<file path="config.mk">
export PLATFORM = sky130hd
export DESIGN_NAME = sound_generator
export DESIGN_NICKNAME = d
export VERILOG_FILES = /design/src/sound_pkg.sv /design/src/sound_generator.sv /design/src/op_clock_div.sv /design/src/tone_gen.sv
export SDC_FILE = /design/constraint.sdc
export NUM_CORES = 1
export LEC_CHECK = 0
export BUFFER_PORTS_ARGS = -buffer_cell sky130_fd_sc_hd__buf_2
export CAP_MARGIN = 20
export CORE_MARGIN = 5
export CORE_UTILIZATION = 44
export CTS_CLUSTER_SIZE = 16
export DETAILED_ROUTE_END_ITERATION = 7
export PLACE_DENSITY_LB_ADDON = 0.08
export SLEW_MARGIN = 15
export SYNTH_ARGS = -nofsm -noshare
export SYNTH_HDL_FRONTEND = slang
export SYNTH_SLANG_ARGS = --single-unit
</file>
<file path="constraint.sdc">
create_clock -name clk_sys_i -period 10 [get_ports clk_sys_i]
set_clock_uncertainty 0.15 [all_clocks]
set_input_delay 2 -clock clk_sys_i [delete_from_list [all_inputs] [get_ports clk_sys_i]]
set_output_delay 2 -clock clk_sys_i [all_outputs]
set_load 0.03 [all_outputs]
</file>
<file path="src/sound_pkg.sv">
/*
 * Constants, field layout and types of the buzzer and melody sound generator.
 * Assumes one 125 MHz system clock; oscillator sources arrive as one-cycle tick pulses.
 */
//------------------------------------------------------------------------------
// Contract
// Debug run bit keeps clock in debug
// Divider codes 0-5 give 1/4 to 1/128
// Source field picks oscillator; some only undivided
// Clock settings changed only while disabled
// Melody tempo 480 divided by code plus one
// One-shot duration in 1/64 second steps
// Tempo field untouched while busy; the code accepts select writes at any time
// Drive bit picks normal or direct drive
// Mode field: normal, one-shot, melody, reserved
// Stop write starts stop; reads busy stopping
// Stop ends normal mode; aborts other modes
// Enable bit gates the operating clock
// Data write starts output with fields
// Tie joins melody note without break
// Load sets empty and busy flags
// No new data: stop, done, not busy
// Done cleared by one or data write
// Byte writes to data are discarded
// Reserved bits read zero, writes ignored
//------------------------------------------------------------------------------
package sound_pkg;

    // Register indices on the plain register port
    localparam int          ADDR_W     = 3;
    localparam int          DATA_W     = 16;
    localparam logic [2:0]  ADR_CLOCK  = 3'h0;
    localparam logic [2:0]  ADR_SELECT = 3'h1;
    localparam logic [2:0]  ADR_RUN    = 3'h2;
    localparam logic [2:0]  ADR_DATA   = 3'h3;
    localparam logic [2:0]  ADR_FLAGS  = 3'h4;
    localparam logic [2:0]  ADR_MASK   = 3'h5;

    // Field positions
    localparam int DEBUG_CLOCK_RUN_BIT = 8;
    localparam int DIV_LSB   = 4;
    localparam int SRC_LSB   = 0;
    localparam int STIM_LSB  = 8;
    localparam int DRIVE_BIT = 2;
    localparam int MODE_LSB  = 0;
    localparam int STOP_BIT  = 8;
    localparam int EN_BIT    = 0;
    localparam int TIE_BIT   = 15;
    localparam int REST_BIT  = 14;
    localparam int LEN_LSB   = 8;
    localparam int FREQ_LSB  = 0;
    localparam int BUSY_BIT  = 8;
    localparam int EMPTY_BIT = 1;
    localparam int DONE_BIT  = 0;

    // Writable bits of the clock control and mode select registers
    localparam logic [15:0] CLOCK_MASK  = 16'h0173;
    localparam logic [15:0] SELECT_MASK = 16'h0f07;

    // Reset values
    localparam logic [15:0] DATA_RST  = 16'h00ff;
    localparam logic        EMPTY_RST = 1'h1;

    // Clock sources and divider codes
    localparam logic [1:0] SRC_INTERNAL   = 2'h0;
    localparam logic [1:0] SRC_LOW_SPEED  = 2'h1;
    localparam logic [1:0] SRC_HIGH_SPEED = 2'h2;
    localparam logic [1:0] SRC_EXTERNAL   = 2'h3;
    localparam logic [2:0] DIV_LAST_CODE  = 3'h5;
    localparam logic [2:0] DIV_UNDIVIDED  = 3'h7;
    localparam logic [7:0] DIV_BASE       = 8'h04;

    // Output modes
    localparam logic [1:0] MODE_NORMAL  = 2'h0;
    localparam logic [1:0] MODE_ONESHOT = 2'h1;
    localparam logic [1:0] MODE_MELODY  = 2'h2;

    // Step of tempo and duration: 1/64 s at the nominal operating clock
    localparam int          OP_CLK_HZ    = 32768;
    localparam int          STEPS_PER_S  = 64;
    localparam logic [12:0] STEP_TICKS   = 13'(OP_CLK_HZ / STEPS_PER_S);

    typedef enum logic {ST_IDLE, ST_PLAY} play_state_type;

endpackage

</file>
<file path="src/sound_generator.sv">
/*
 * Buzzer and melody sound generator: registers, operating clock, playback and pins.
 * Assumes a plain register port with reads answered one cycle later and synchronous inputs.
 */
// The implementer's own choices: the plain strobed port and the register addresses.
`timescale 1ns/1ps
module sound_generator
    import sound_pkg::*;
(
    input  wire logic        clk_sys_i,
    input  wire logic        resetn_i,
    input  wire logic [2:0]  reg_addr_i,
    input  wire logic [15:0] reg_wdata_i,
    input  wire logic        reg_wr_i,
    input  wire logic        reg_wr_full_i,
    input  wire logic        reg_rd_i,
    output logic      [15:0] reg_rdata_o,
    input  wire logic        debug_mode_i,
    input  wire logic        internal_osc_tick_i,
    input  wire logic        low_speed_osc_tick_i,
    input  wire logic        high_speed_osc_tick_i,
    input  wire logic        external_clock_tick_i,
    output logic             buzz_o,
    output logic             buzz_n_o,
    output logic             irq_o
);
    //--------------------------------------------------------------------------
    // Registers and decode
    //--------------------------------------------------------------------------
    logic [15:0]    clock_ctl_ff;
    logic [15:0]    select_ff;
    logic           enable_ff;
    logic           stop_ff;
    logic [15:0]    data_ff;
    logic           empty_ff;
    logic           done_ff;
    logic           busy_ff;
    logic [1:0]     mask_ff;
    logic           tick_hold_ff;
    play_state_type state_ff;
    logic [15:0]    cur_ff;
    logic [12:0]    step_cnt_ff;
    logic [5:0]     unit_cnt_ff;

    logic           wr_clock;
    logic           wr_select;
    logic           wr_run;
    logic           wr_flags;
    logic           wr_mask;
    logic           data_wr;
    logic [1:0]     src_sel;
    logic [2:0]     div_sel;
    logic [1:0]     mode;
    logic [3:0]     stim;
    logic           clock_run;
    logic           src_tick;
    logic           undiv_only;
    logic           div_tick;
    logic           eff_tick;
    logic           pend;
    logic           note_end;
    logic           stop_now;
    logic           do_load;
    logic           do_end;
    logic [12:0]    step_last;
    logic [5:0]     unit_last;
    logic           melody;
    logic           wave;
    logic           gap;
    logic           sounding;
    logic           nxt_buzz;

    // Strobe decode; a byte-wide data write is dropped
    assign wr_clock  = reg_wr_i && (reg_addr_i == ADR_CLOCK) && !enable_ff;
    assign wr_select = reg_wr_i && (reg_addr_i == ADR_SELECT);
    assign wr_run    = reg_wr_i && (reg_addr_i == ADR_RUN);
    assign wr_flags  = reg_wr_i && (reg_addr_i == ADR_FLAGS);
    assign wr_mask   = reg_wr_i && (reg_addr_i == ADR_MASK);
    assign data_wr   = reg_wr_i && (reg_addr_i == ADR_DATA) && reg_wr_full_i;

    assign src_sel = clock_ctl_ff[SRC_LSB +: 2];
    assign div_sel = clock_ctl_ff[DIV_LSB +: 3];
    assign mode    = select_ff[MODE_LSB +: 2];
    assign stim    = select_ff[STIM_LSB +: 4];
    assign melody  = (mode == MODE_MELODY);

    // Clock control register, locked while enabled
    always_ff @(posedge clk_sys_i) begin
        if (!resetn_i) begin
            clock_ctl_ff <= 16'h0000;
        end else if (wr_clock) begin
            clock_ctl_ff <= reg_wdata_i & CLOCK_MASK;
        end
    end

    // Mode select register: tempo, drive scheme, output mode
    always_ff @(posedge clk_sys_i) begin
        if (!resetn_i) begin
            select_ff <= 16'h0000;
        end else if (wr_select) begin
            select_ff <= reg_wdata_i & SELECT_MASK;
        end
    end

    // Run control: enable level and stop request
    always_ff @(posedge clk_sys_i) begin
        if (!resetn_i) begin
            enable_ff <= 1'b0;
            stop_ff   <= 1'b0;
        end else begin
            if (wr_run) begin
                enable_ff <= reg_wdata_i[EN_BIT];
            end
            if (wr_run && reg_wdata_i[STOP_BIT]) begin
                stop_ff <= 1'b1;
            end else if (stop_now) begin
                stop_ff <= 1'b0;
            end
        end
    end

    // Sound buffer
    always_ff @(posedge clk_sys_i) begin
        if (!resetn_i) begin
            data_ff <= DATA_RST;
        end else if (data_wr) begin
            data_ff <= reg_wdata_i;
        end
    end

    // Interrupt mask
    always_ff @(posedge clk_sys_i) begin
        if (!resetn_i) begin
            mask_ff <= 2'h0;
        end else if (wr_mask) begin
            mask_ff <= reg_wdata_i[1:0];
        end
    end

    //--------------------------------------------------------------------------
    // Operating clock
    //--------------------------------------------------------------------------

    // Enable and debug state gate the clock
    assign clock_run = enable_ff && (!debug_mode_i || clock_ctl_ff[DEBUG_CLOCK_RUN_BIT]); // see R01

    // Source selection
    always_comb begin
        undiv_only = 1'b0;
        unique case (src_sel)
            SRC_INTERNAL:   src_tick = internal_osc_tick_i;
            SRC_LOW_SPEED: begin
                src_tick   = low_speed_osc_tick_i;
                undiv_only = 1'b1;
            end
            SRC_HIGH_SPEED: src_tick = high_speed_osc_tick_i;
            SRC_EXTERNAL: begin
                src_tick   = external_clock_tick_i;
                undiv_only = 1'b1;
            end
        endcase
    end

    op_clock_div u_div (
        .clk_sys_i    (clk_sys_i),
        .resetn_i     (resetn_i),
        .src_tick_i   (src_tick && clock_run),
        .div_code_i   (div_sel),
        .undiv_only_i (undiv_only),
        .op_tick_o    (div_tick)
    );

    // A tick meeting a data write waits one cycle
    assign eff_tick = (div_tick && !data_wr) || tick_hold_ff;

    always_ff @(posedge clk_sys_i) begin
        if (!resetn_i) begin
            tick_hold_ff <= 1'b0;
        end else begin
            tick_hold_ff <= div_tick && data_wr;
        end
    end

    //--------------------------------------------------------------------------
    // Playback sequencing
    //--------------------------------------------------------------------------

    // Step is 1/64 s times tempo code plus one
    assign step_last = 13'((13'(stim) + 13'h0001) * STEP_TICKS - 13'h0001); // see R05
    assign unit_last = melody ? cur_ff[LEN_LSB +: 6] : 6'h00;
    assign note_end  = (step_cnt_ff == step_last) && (unit_cnt_ff == unit_last) && (mode != MODE_NORMAL);
    assign pend      = !empty_ff;
    assign stop_now  = eff_tick && stop_ff;

    // Load on trigger; one-shot ends at note end, melody when nothing follows
    always_comb begin
        do_load = 1'b0;
        do_end  = 1'b0;
        if (eff_tick && !stop_ff) begin
            if (state_ff == ST_IDLE) begin
                do_load = pend;
            end else if (mode == MODE_NORMAL || mode == 2'h3) begin
                do_load = pend;
            end else if (note_end) begin
                do_load = melody && pend;
                do_end  = !(melody && pend);
            end
        end else if (stop_now) begin
            do_end = (state_ff == ST_PLAY);
        end
    end

    // Current note, state and duration counters
    always_ff @(posedge clk_sys_i) begin
        if (!resetn_i) begin
            state_ff    <= ST_IDLE;
            busy_ff     <= 1'b0;
            cur_ff      <= DATA_RST;
            step_cnt_ff <= 13'h0000;
            unit_cnt_ff <= 6'h00;
        end else if (do_load) begin
            state_ff    <= ST_PLAY;
            busy_ff     <= 1'b1;
            cur_ff      <= data_ff;
            step_cnt_ff <= 13'h0000;
            unit_cnt_ff <= 6'h00;
        end else if (do_end) begin
            state_ff <= ST_IDLE;
            busy_ff  <= 1'b0;
        end else if (eff_tick && state_ff == ST_PLAY && mode != MODE_NORMAL) begin
            if (step_cnt_ff >= step_last) begin
                step_cnt_ff <= 13'h0000;
                unit_cnt_ff <= unit_cnt_ff + 6'h01;
            end else begin
                step_cnt_ff <= step_cnt_ff + 13'h0001;
            end
        end
    end

    // Status flags: hardware set wins over software clear
    always_ff @(posedge clk_sys_i) begin
        if (!resetn_i) begin
            empty_ff <= EMPTY_RST;
            done_ff  <= 1'b0;
        end else begin
            if (do_load || stop_now) begin
                empty_ff <= 1'b1;
            end else if (data_wr) begin
                empty_ff <= 1'b0;
            end
            if (do_end) begin
                done_ff <= 1'b1;
            end else if (data_wr || (wr_flags && reg_wdata_i[DONE_BIT])) begin
                done_ff <= 1'b0;
            end
        end
    end

    //--------------------------------------------------------------------------
    // Waveform and pins
    //--------------------------------------------------------------------------
    tone_gen u_tone (
        .clk_sys_i (clk_sys_i),
        .resetn_i  (resetn_i),
        .tick_i    (eff_tick),
        .restart_i (do_load && !(melody && data_ff[TIE_BIT])),
        .melody_i  (melody),
        .freq_i    (cur_ff[FREQ_LSB +: 8]),
        .duty_i    (cur_ff[LEN_LSB +: 6]),
        .wave_o    (wave)
    );

    // Untied melody note opens with one silent tick
    assign gap      = melody && !cur_ff[TIE_BIT] && (step_cnt_ff == 13'h0000) && (unit_cnt_ff == 6'h00);
    assign sounding = busy_ff && !(melody && cur_ff[REST_BIT]) && !gap;
    assign nxt_buzz = sounding && wave;

    // Normal drive gives the complement while busy, direct drive holds it low
    always_ff @(posedge clk_sys_i) begin
        if (!resetn_i) begin
            buzz_o   <= 1'b0;
            buzz_n_o <= 1'b0;
        end else begin
            buzz_o   <= nxt_buzz;
            buzz_n_o <= select_ff[DRIVE_BIT] && busy_ff && !nxt_buzz;
        end
    end

    // Level interrupt from unmasked flags
    always_ff @(posedge clk_sys_i) begin
        if (!resetn_i) begin
            irq_o <= 1'b0;
        end else begin
            irq_o <= |({empty_ff, done_ff} & mask_ff);
        end
    end

    // Read data one cycle after the strobe; unmapped reads zero
    always_ff @(posedge clk_sys_i) begin
        if (!resetn_i) begin
            reg_rdata_o <= 16'h0000;
        end else if (reg_rd_i) begin
            unique case (reg_addr_i)
                ADR_CLOCK:  reg_rdata_o <= clock_ctl_ff;
                ADR_SELECT: reg_rdata_o <= select_ff;
                ADR_RUN:    reg_rdata_o <= 16'((32'(stop_ff) << STOP_BIT) | 32'(enable_ff));
                ADR_DATA:   reg_rdata_o <= data_ff;
                ADR_FLAGS:  reg_rdata_o <= 16'((32'(busy_ff) << BUSY_BIT) | (32'(empty_ff) << EMPTY_BIT) | 32'(done_ff));
                ADR_MASK:   reg_rdata_o <= {14'h0000, mask_ff};
                default:    reg_rdata_o <= 16'h0000;
            endcase
        end else begin
            reg_rdata_o <= 16'h0000;
        end
    end
endmodule

</file>
<file path="src/op_clock_div.sv">
/*
 * Divider of the selected oscillator tick stream into operating clock ticks.
 * Assumes src_tick_i is already gated by enable and debug state.
 */
`timescale 1ns/1ps
module op_clock_div
    import sound_pkg::*;
(
    input  wire logic       clk_sys_i,
    input  wire logic       resetn_i,
    input  wire logic       src_tick_i,
    input  wire logic [2:0] div_code_i,
    input  wire logic       undiv_only_i,
    output logic            op_tick_o
);
    logic [7:0] cnt_ff;
    logic [7:0] ratio_last;
    logic       div_ok;

    // Ratio of the code and whether the source accepts it
    always_comb begin
        ratio_last = 8'((DIV_BASE << div_code_i) - 8'h01);
        if (undiv_only_i) begin
            div_ok = (div_code_i == DIV_UNDIVIDED);
        end else begin
            div_ok = (div_code_i <= DIV_LAST_CODE);
        end
    end

    // Tick counter and registered output pulse
    always_ff @(posedge clk_sys_i) begin
        if (!resetn_i) begin
            cnt_ff    <= 8'h00;
            op_tick_o <= 1'b0;
        end else begin
            op_tick_o <= 1'b0;
            if (src_tick_i && div_ok) begin
                if (undiv_only_i || cnt_ff >= ratio_last) begin
                    cnt_ff    <= 8'h00;
                    op_tick_o <= 1'b1;
                end else begin
                    cnt_ff <= cnt_ff + 8'h01;
                end
            end
        end
    end
endmodule

</file>
<file path="src/tone_gen.sv">
/*
 * Square wave of the current note or buzzer setting, advanced by operating ticks.
 * Assumes restart_i and tick_i are one-cycle pulses of the system clock.
 */
`timescale 1ns/1ps
module tone_gen (
    input  wire logic       clk_sys_i,
    input  wire logic       resetn_i,
    input  wire logic       tick_i,
    input  wire logic       restart_i,
    input  wire logic       melody_i,
    input  wire logic [7:0] freq_i,
    input  wire logic [5:0] duty_i,
    output logic            wave_o
);
    logic [7:0] phase_ff;
    logic [7:0] period_last;

    // Melody uses all scale bits, buzzer only the low six
    assign period_last = melody_i ? freq_i : {2'h0, freq_i[5:0]};

    // Phase counter, one step per operating tick
    always_ff @(posedge clk_sys_i) begin
        if (!resetn_i) begin
            phase_ff <= 8'h00;
        end else if (restart_i) begin
            phase_ff <= 8'h00;
        end else if (tick_i) begin
            phase_ff <= (phase_ff >= period_last) ? 8'h00 : phase_ff + 8'h01;
        end
    end

    // Half period high in melody, duty count high in buzzer modes
    always_ff @(posedge clk_sys_i) begin
        if (!resetn_i) begin
            wave_o <= 1'b0;
        end else if (melody_i) begin
            wave_o <= (phase_ff <= {1'b0, period_last[7:1]});
        end else begin
            wave_o <= (phase_ff < {2'h0, duty_i});
        end
    end
endmodule

</file>
==> results_dict.tcl <==
set metrics [dict create \
    synth_edf_count 0 \
    synthMuxAreaShare 0.0672 \
    synth.area.top_cells "dfxtp_1, ha_1, mux2i_1" \
    postRouteAntennaNets 0 \
    drc 0 \
    layout.nets 765 \
    met1_usage 0.256 \
    start_util 0.446 \
    reg2reg_from "select_ff[9]$_SDFFE_PN0P_" \
    dp.cells 861 \
    post-cts-setup-buffer-count 0 \
    syn_inst 667 \
    rsz0062_at_grt "no" \
    async_flop_share 0 \
    antenna_found_initial 0 \
    ys_seq_area_frac 0.371 \
    critical_path_class "input port to flip-flop" \
    drv_slew 0 \
    syn_area_per_cell_um2 8.81 \
    multiInputGateArea_mm2 0.00340 \
    worstSetupEndpointType "flip-flop" \
    crit_required_ns 10.13 \
    dp_hpwl_mm 10.1 \
    num_vias 4771 \
    routedWlPerCell_um 16.0 \
    seq_area_mm2 0.00218 \
    rows 42 \
    synth.cells.most_frequent "dfxtp_1, nand2_1, nor2_1" \
    post-synth-top-count-cell "dfxtp_1" \
    path_delay_family "compound AO/OA/AOI/OAI gates" \
    tightestPinTransition_ns 0.800 \
    path_buf_inv 1 \
    core_area_mm2 0.0132 \
    crit_start "reg_addr_i[1]" \
    critPathSlowestCell "a21oi_1" \
    cp-start-kind "input port" \
    clock_latency_ns 0.36 \
    crit_cells 7 \
    use_met2 0.278 \
    dieArea_mm2 0.0158 \
    cts_root_buffer "clkbuf_16" \
    die-width_um 126 \
    cts_made_buffers 9 \
    grt_pass1_vias 4671 \
    hp-class "flip-flop to flip-flop" \
    cts_tree "built" \
    crit_fanout 18 \
    grt_pass1_wl_mm 23.5 \
    crit_top_cell "a21oi_1" \
    peakVddDrop_uv 75.7 \
    max_stage_delay_ns 0.72 \
    gr-usage-all-layers 0.179 \
    finalHoldViolations 0 \
    yosysUniqueCellTypes 69 \
    clock-sinks 109 \
    status "finished, final reports clean" \
    finalSetupViolCount 0 \
    rr_worst_depth 13 \
    r2r_end "step_cnt_ff[2]$_SDFFE_PP0P_" \
    max_cap_violations 0 \
    final_design_area_no_fill_mm2 0.00648 \
    route.final.wire_length_mm 14.0 \
    clk_path_buf_depth 2 \
    h-tree-depth 3 \
    io_pins 48 \
    cts.clk_slew.worst_paths_ns 0.08 \
    n_fill_cell 1286 \
    diodes 0 \
    syn_to_final_growth_pct 10.2 \
    setup_tns_ns 0 \
    power_uw 869 \
    hold_ws_ns 0.334 \
    fin_crit_sh 0.456 \
    post_cts_resized 0 \
    max_freq_mhz 219 \
    timing.slew.headroom 0.465 \
    postPlaceCellArea_mm2 0.00616 \
    power_density_mw_per_mm2 134 \
    synth_compound_area_frac 0.149 \
    syn_area_mm2 0.00588 \
    synth_top_family_by_area "simple AND/OR/NAND/NOR gates" \
    syn-num-nets 736 \
    met3_usage 0.0252 \
    drive_above_1_share 0.141 \
    fin_cells 877 \
    crit_path_end "u_tone.phase_ff[1]$_SDFFE_PP0N_" \
    first_pass_iters 4 \
    timing.final.crit_period_ns 4.56 \
    place_congestion 0.786 \
    ys_seq_elements 109 \
    p_leak_nw 2.49 \
    yosys_most_used_dff "dfxtp_1" \
    path_cells "buf_2 -> and2_0 -> nand3_1 -> a21oi_1 -> a2111o_1 -> o221ai_1 -> a21oi_1" \
    synthAdderAreaFrac 0.0851 \
    r2r_slack_ns 6.15 \
    drt_iter0_drc 367 \
    port_buffers 47 \
    viasPerCell 5.44 \
    holdBufCountCts 0 \
    top_usage_layer "met2" \
    grt-ovfl-total 0 \
    worstPathArrival_ns 4.68 \
    yosys.area_share.simple 0.243 \
    synth-xor-area-share 0.0313 \
    ys_warn_count 0 \
    grt_max_degree 79 \
    yosysTopAreaCellShare 0.371 \
    yosysTopAreaCell "dfxtp_1" \
    dieHeight_um 126 \
]
[how the worst min path moves through the flow]
stage	endpoint	slack, ns	start	cells after the start
finish	cur_ff[14]$_SDFFE_PN0P_	0.33	data_ff[14]$_SDFFE_PN0P_	2
floorplan	buzz_n_o$_SDFF_PN0_	0.28	select_ff[2]$_SDFFE_PN0P_	2
global route	cur_ff[14]$_SDFFE_PN0P_	0.35	data_ff[14]$_SDFFE_PN0P_	2
CTS	cur_ff[14]$_SDFFE_PN0P_	0.34	data_ff[14]$_SDFFE_PN0P_	2
global placement	cur_ff[12]$_SDFFE_PN0P_	0.32	data_ff[12]$_SDFFE_PN0P_	2
detailed placement	cur_ff[14]$_SDFFE_PN0P_	0.32	data_ff[14]$_SDFFE_PN0P_	2
[layer usage]
layer  wire length, µm  up-vias
li1                  -     2425
met3               397       15
met4               206        0
met2              6350       73
met5                 0        -
met1              7080     2258
[tightest hold or removal path: cells and delay by family, from the launching register on]
| kind | cells | cell delay, ns |
|---|---|---|
| mux | 1 | 0.06 |
| flops | 1 | 0.33 |
| simple gates | 1 | 0.06 |
[cell families after synthesis]
kind of cell / count (synthesis)
mux: 38
compound gates: 121
buf+inv: 58
flops: 109
simple gates: 280
fa+ha+maj: 40
xor+xnor: 21
[flip-flops by register name, indices dropped and copies added (netlist names), 7 cells and up]
signal	count
reg_rdata_o	16
cur_ff	16
u_div.cnt_ff	8
data_ff	16
u_tone.phase_ff	8
step_cnt_ff	13
select_ff	7
[placed cells by master, fill, tap and decap left out, drive strengths merged, types with 4 or more instances in the layout]
cell    Yosys  routed
a21boi     10      10
a31oi       4       4
nand4      11      11
nand2      91      91
a21oi      23      23
o31ai      10      10
a21o        5       5
or4        10      10
nor2b      40      40
a211oi     18      18
inv        25      28
a22oi       7       7
nor2       44      44
xnor2       8       8
ha         40      40
dfxtp     109     109
clkbuf     20      10
o21ai      20      20
buf        13      51
xor2       13      13
mux2i      35      35
o21a        5       5
nand2b      5       5
or3         7       7
and3        7       7
nor4        5       5
and2       12      12
nand3      30      30
nor3       10      10
[cell type report]
cell class,instances,share of cell area
Clock inverter,6,0.0118
Multi-Input combinational cell,500,0.525
Tap cell,176,0.0340
Timing Repair Buffer,51,0.0409
Sequential cell,109,0.337
Inverter,25,0.0145
Clock buffer,10,0.0369
[through the flow]
stage	utilization	setup WS (ns)
floorplan	-	6.08
global placement	0.467	5.21
detailed placement	0.467	5.10
CTS	0.491	5.44
global route	0.491	5.18
finish	0.491	5.44
[where the power goes]
| group | internal, mW | switching (mW) | total, mW |
|---|---|---|---|
| combinational | 0.0181 | 0.0274 | 0.0455 |
| clock | 0.206 | 0.175 | 0.381 |
| sequential | 0.438 | 0.00474 | 0.442 |
(Power assumes the default switching activity.)
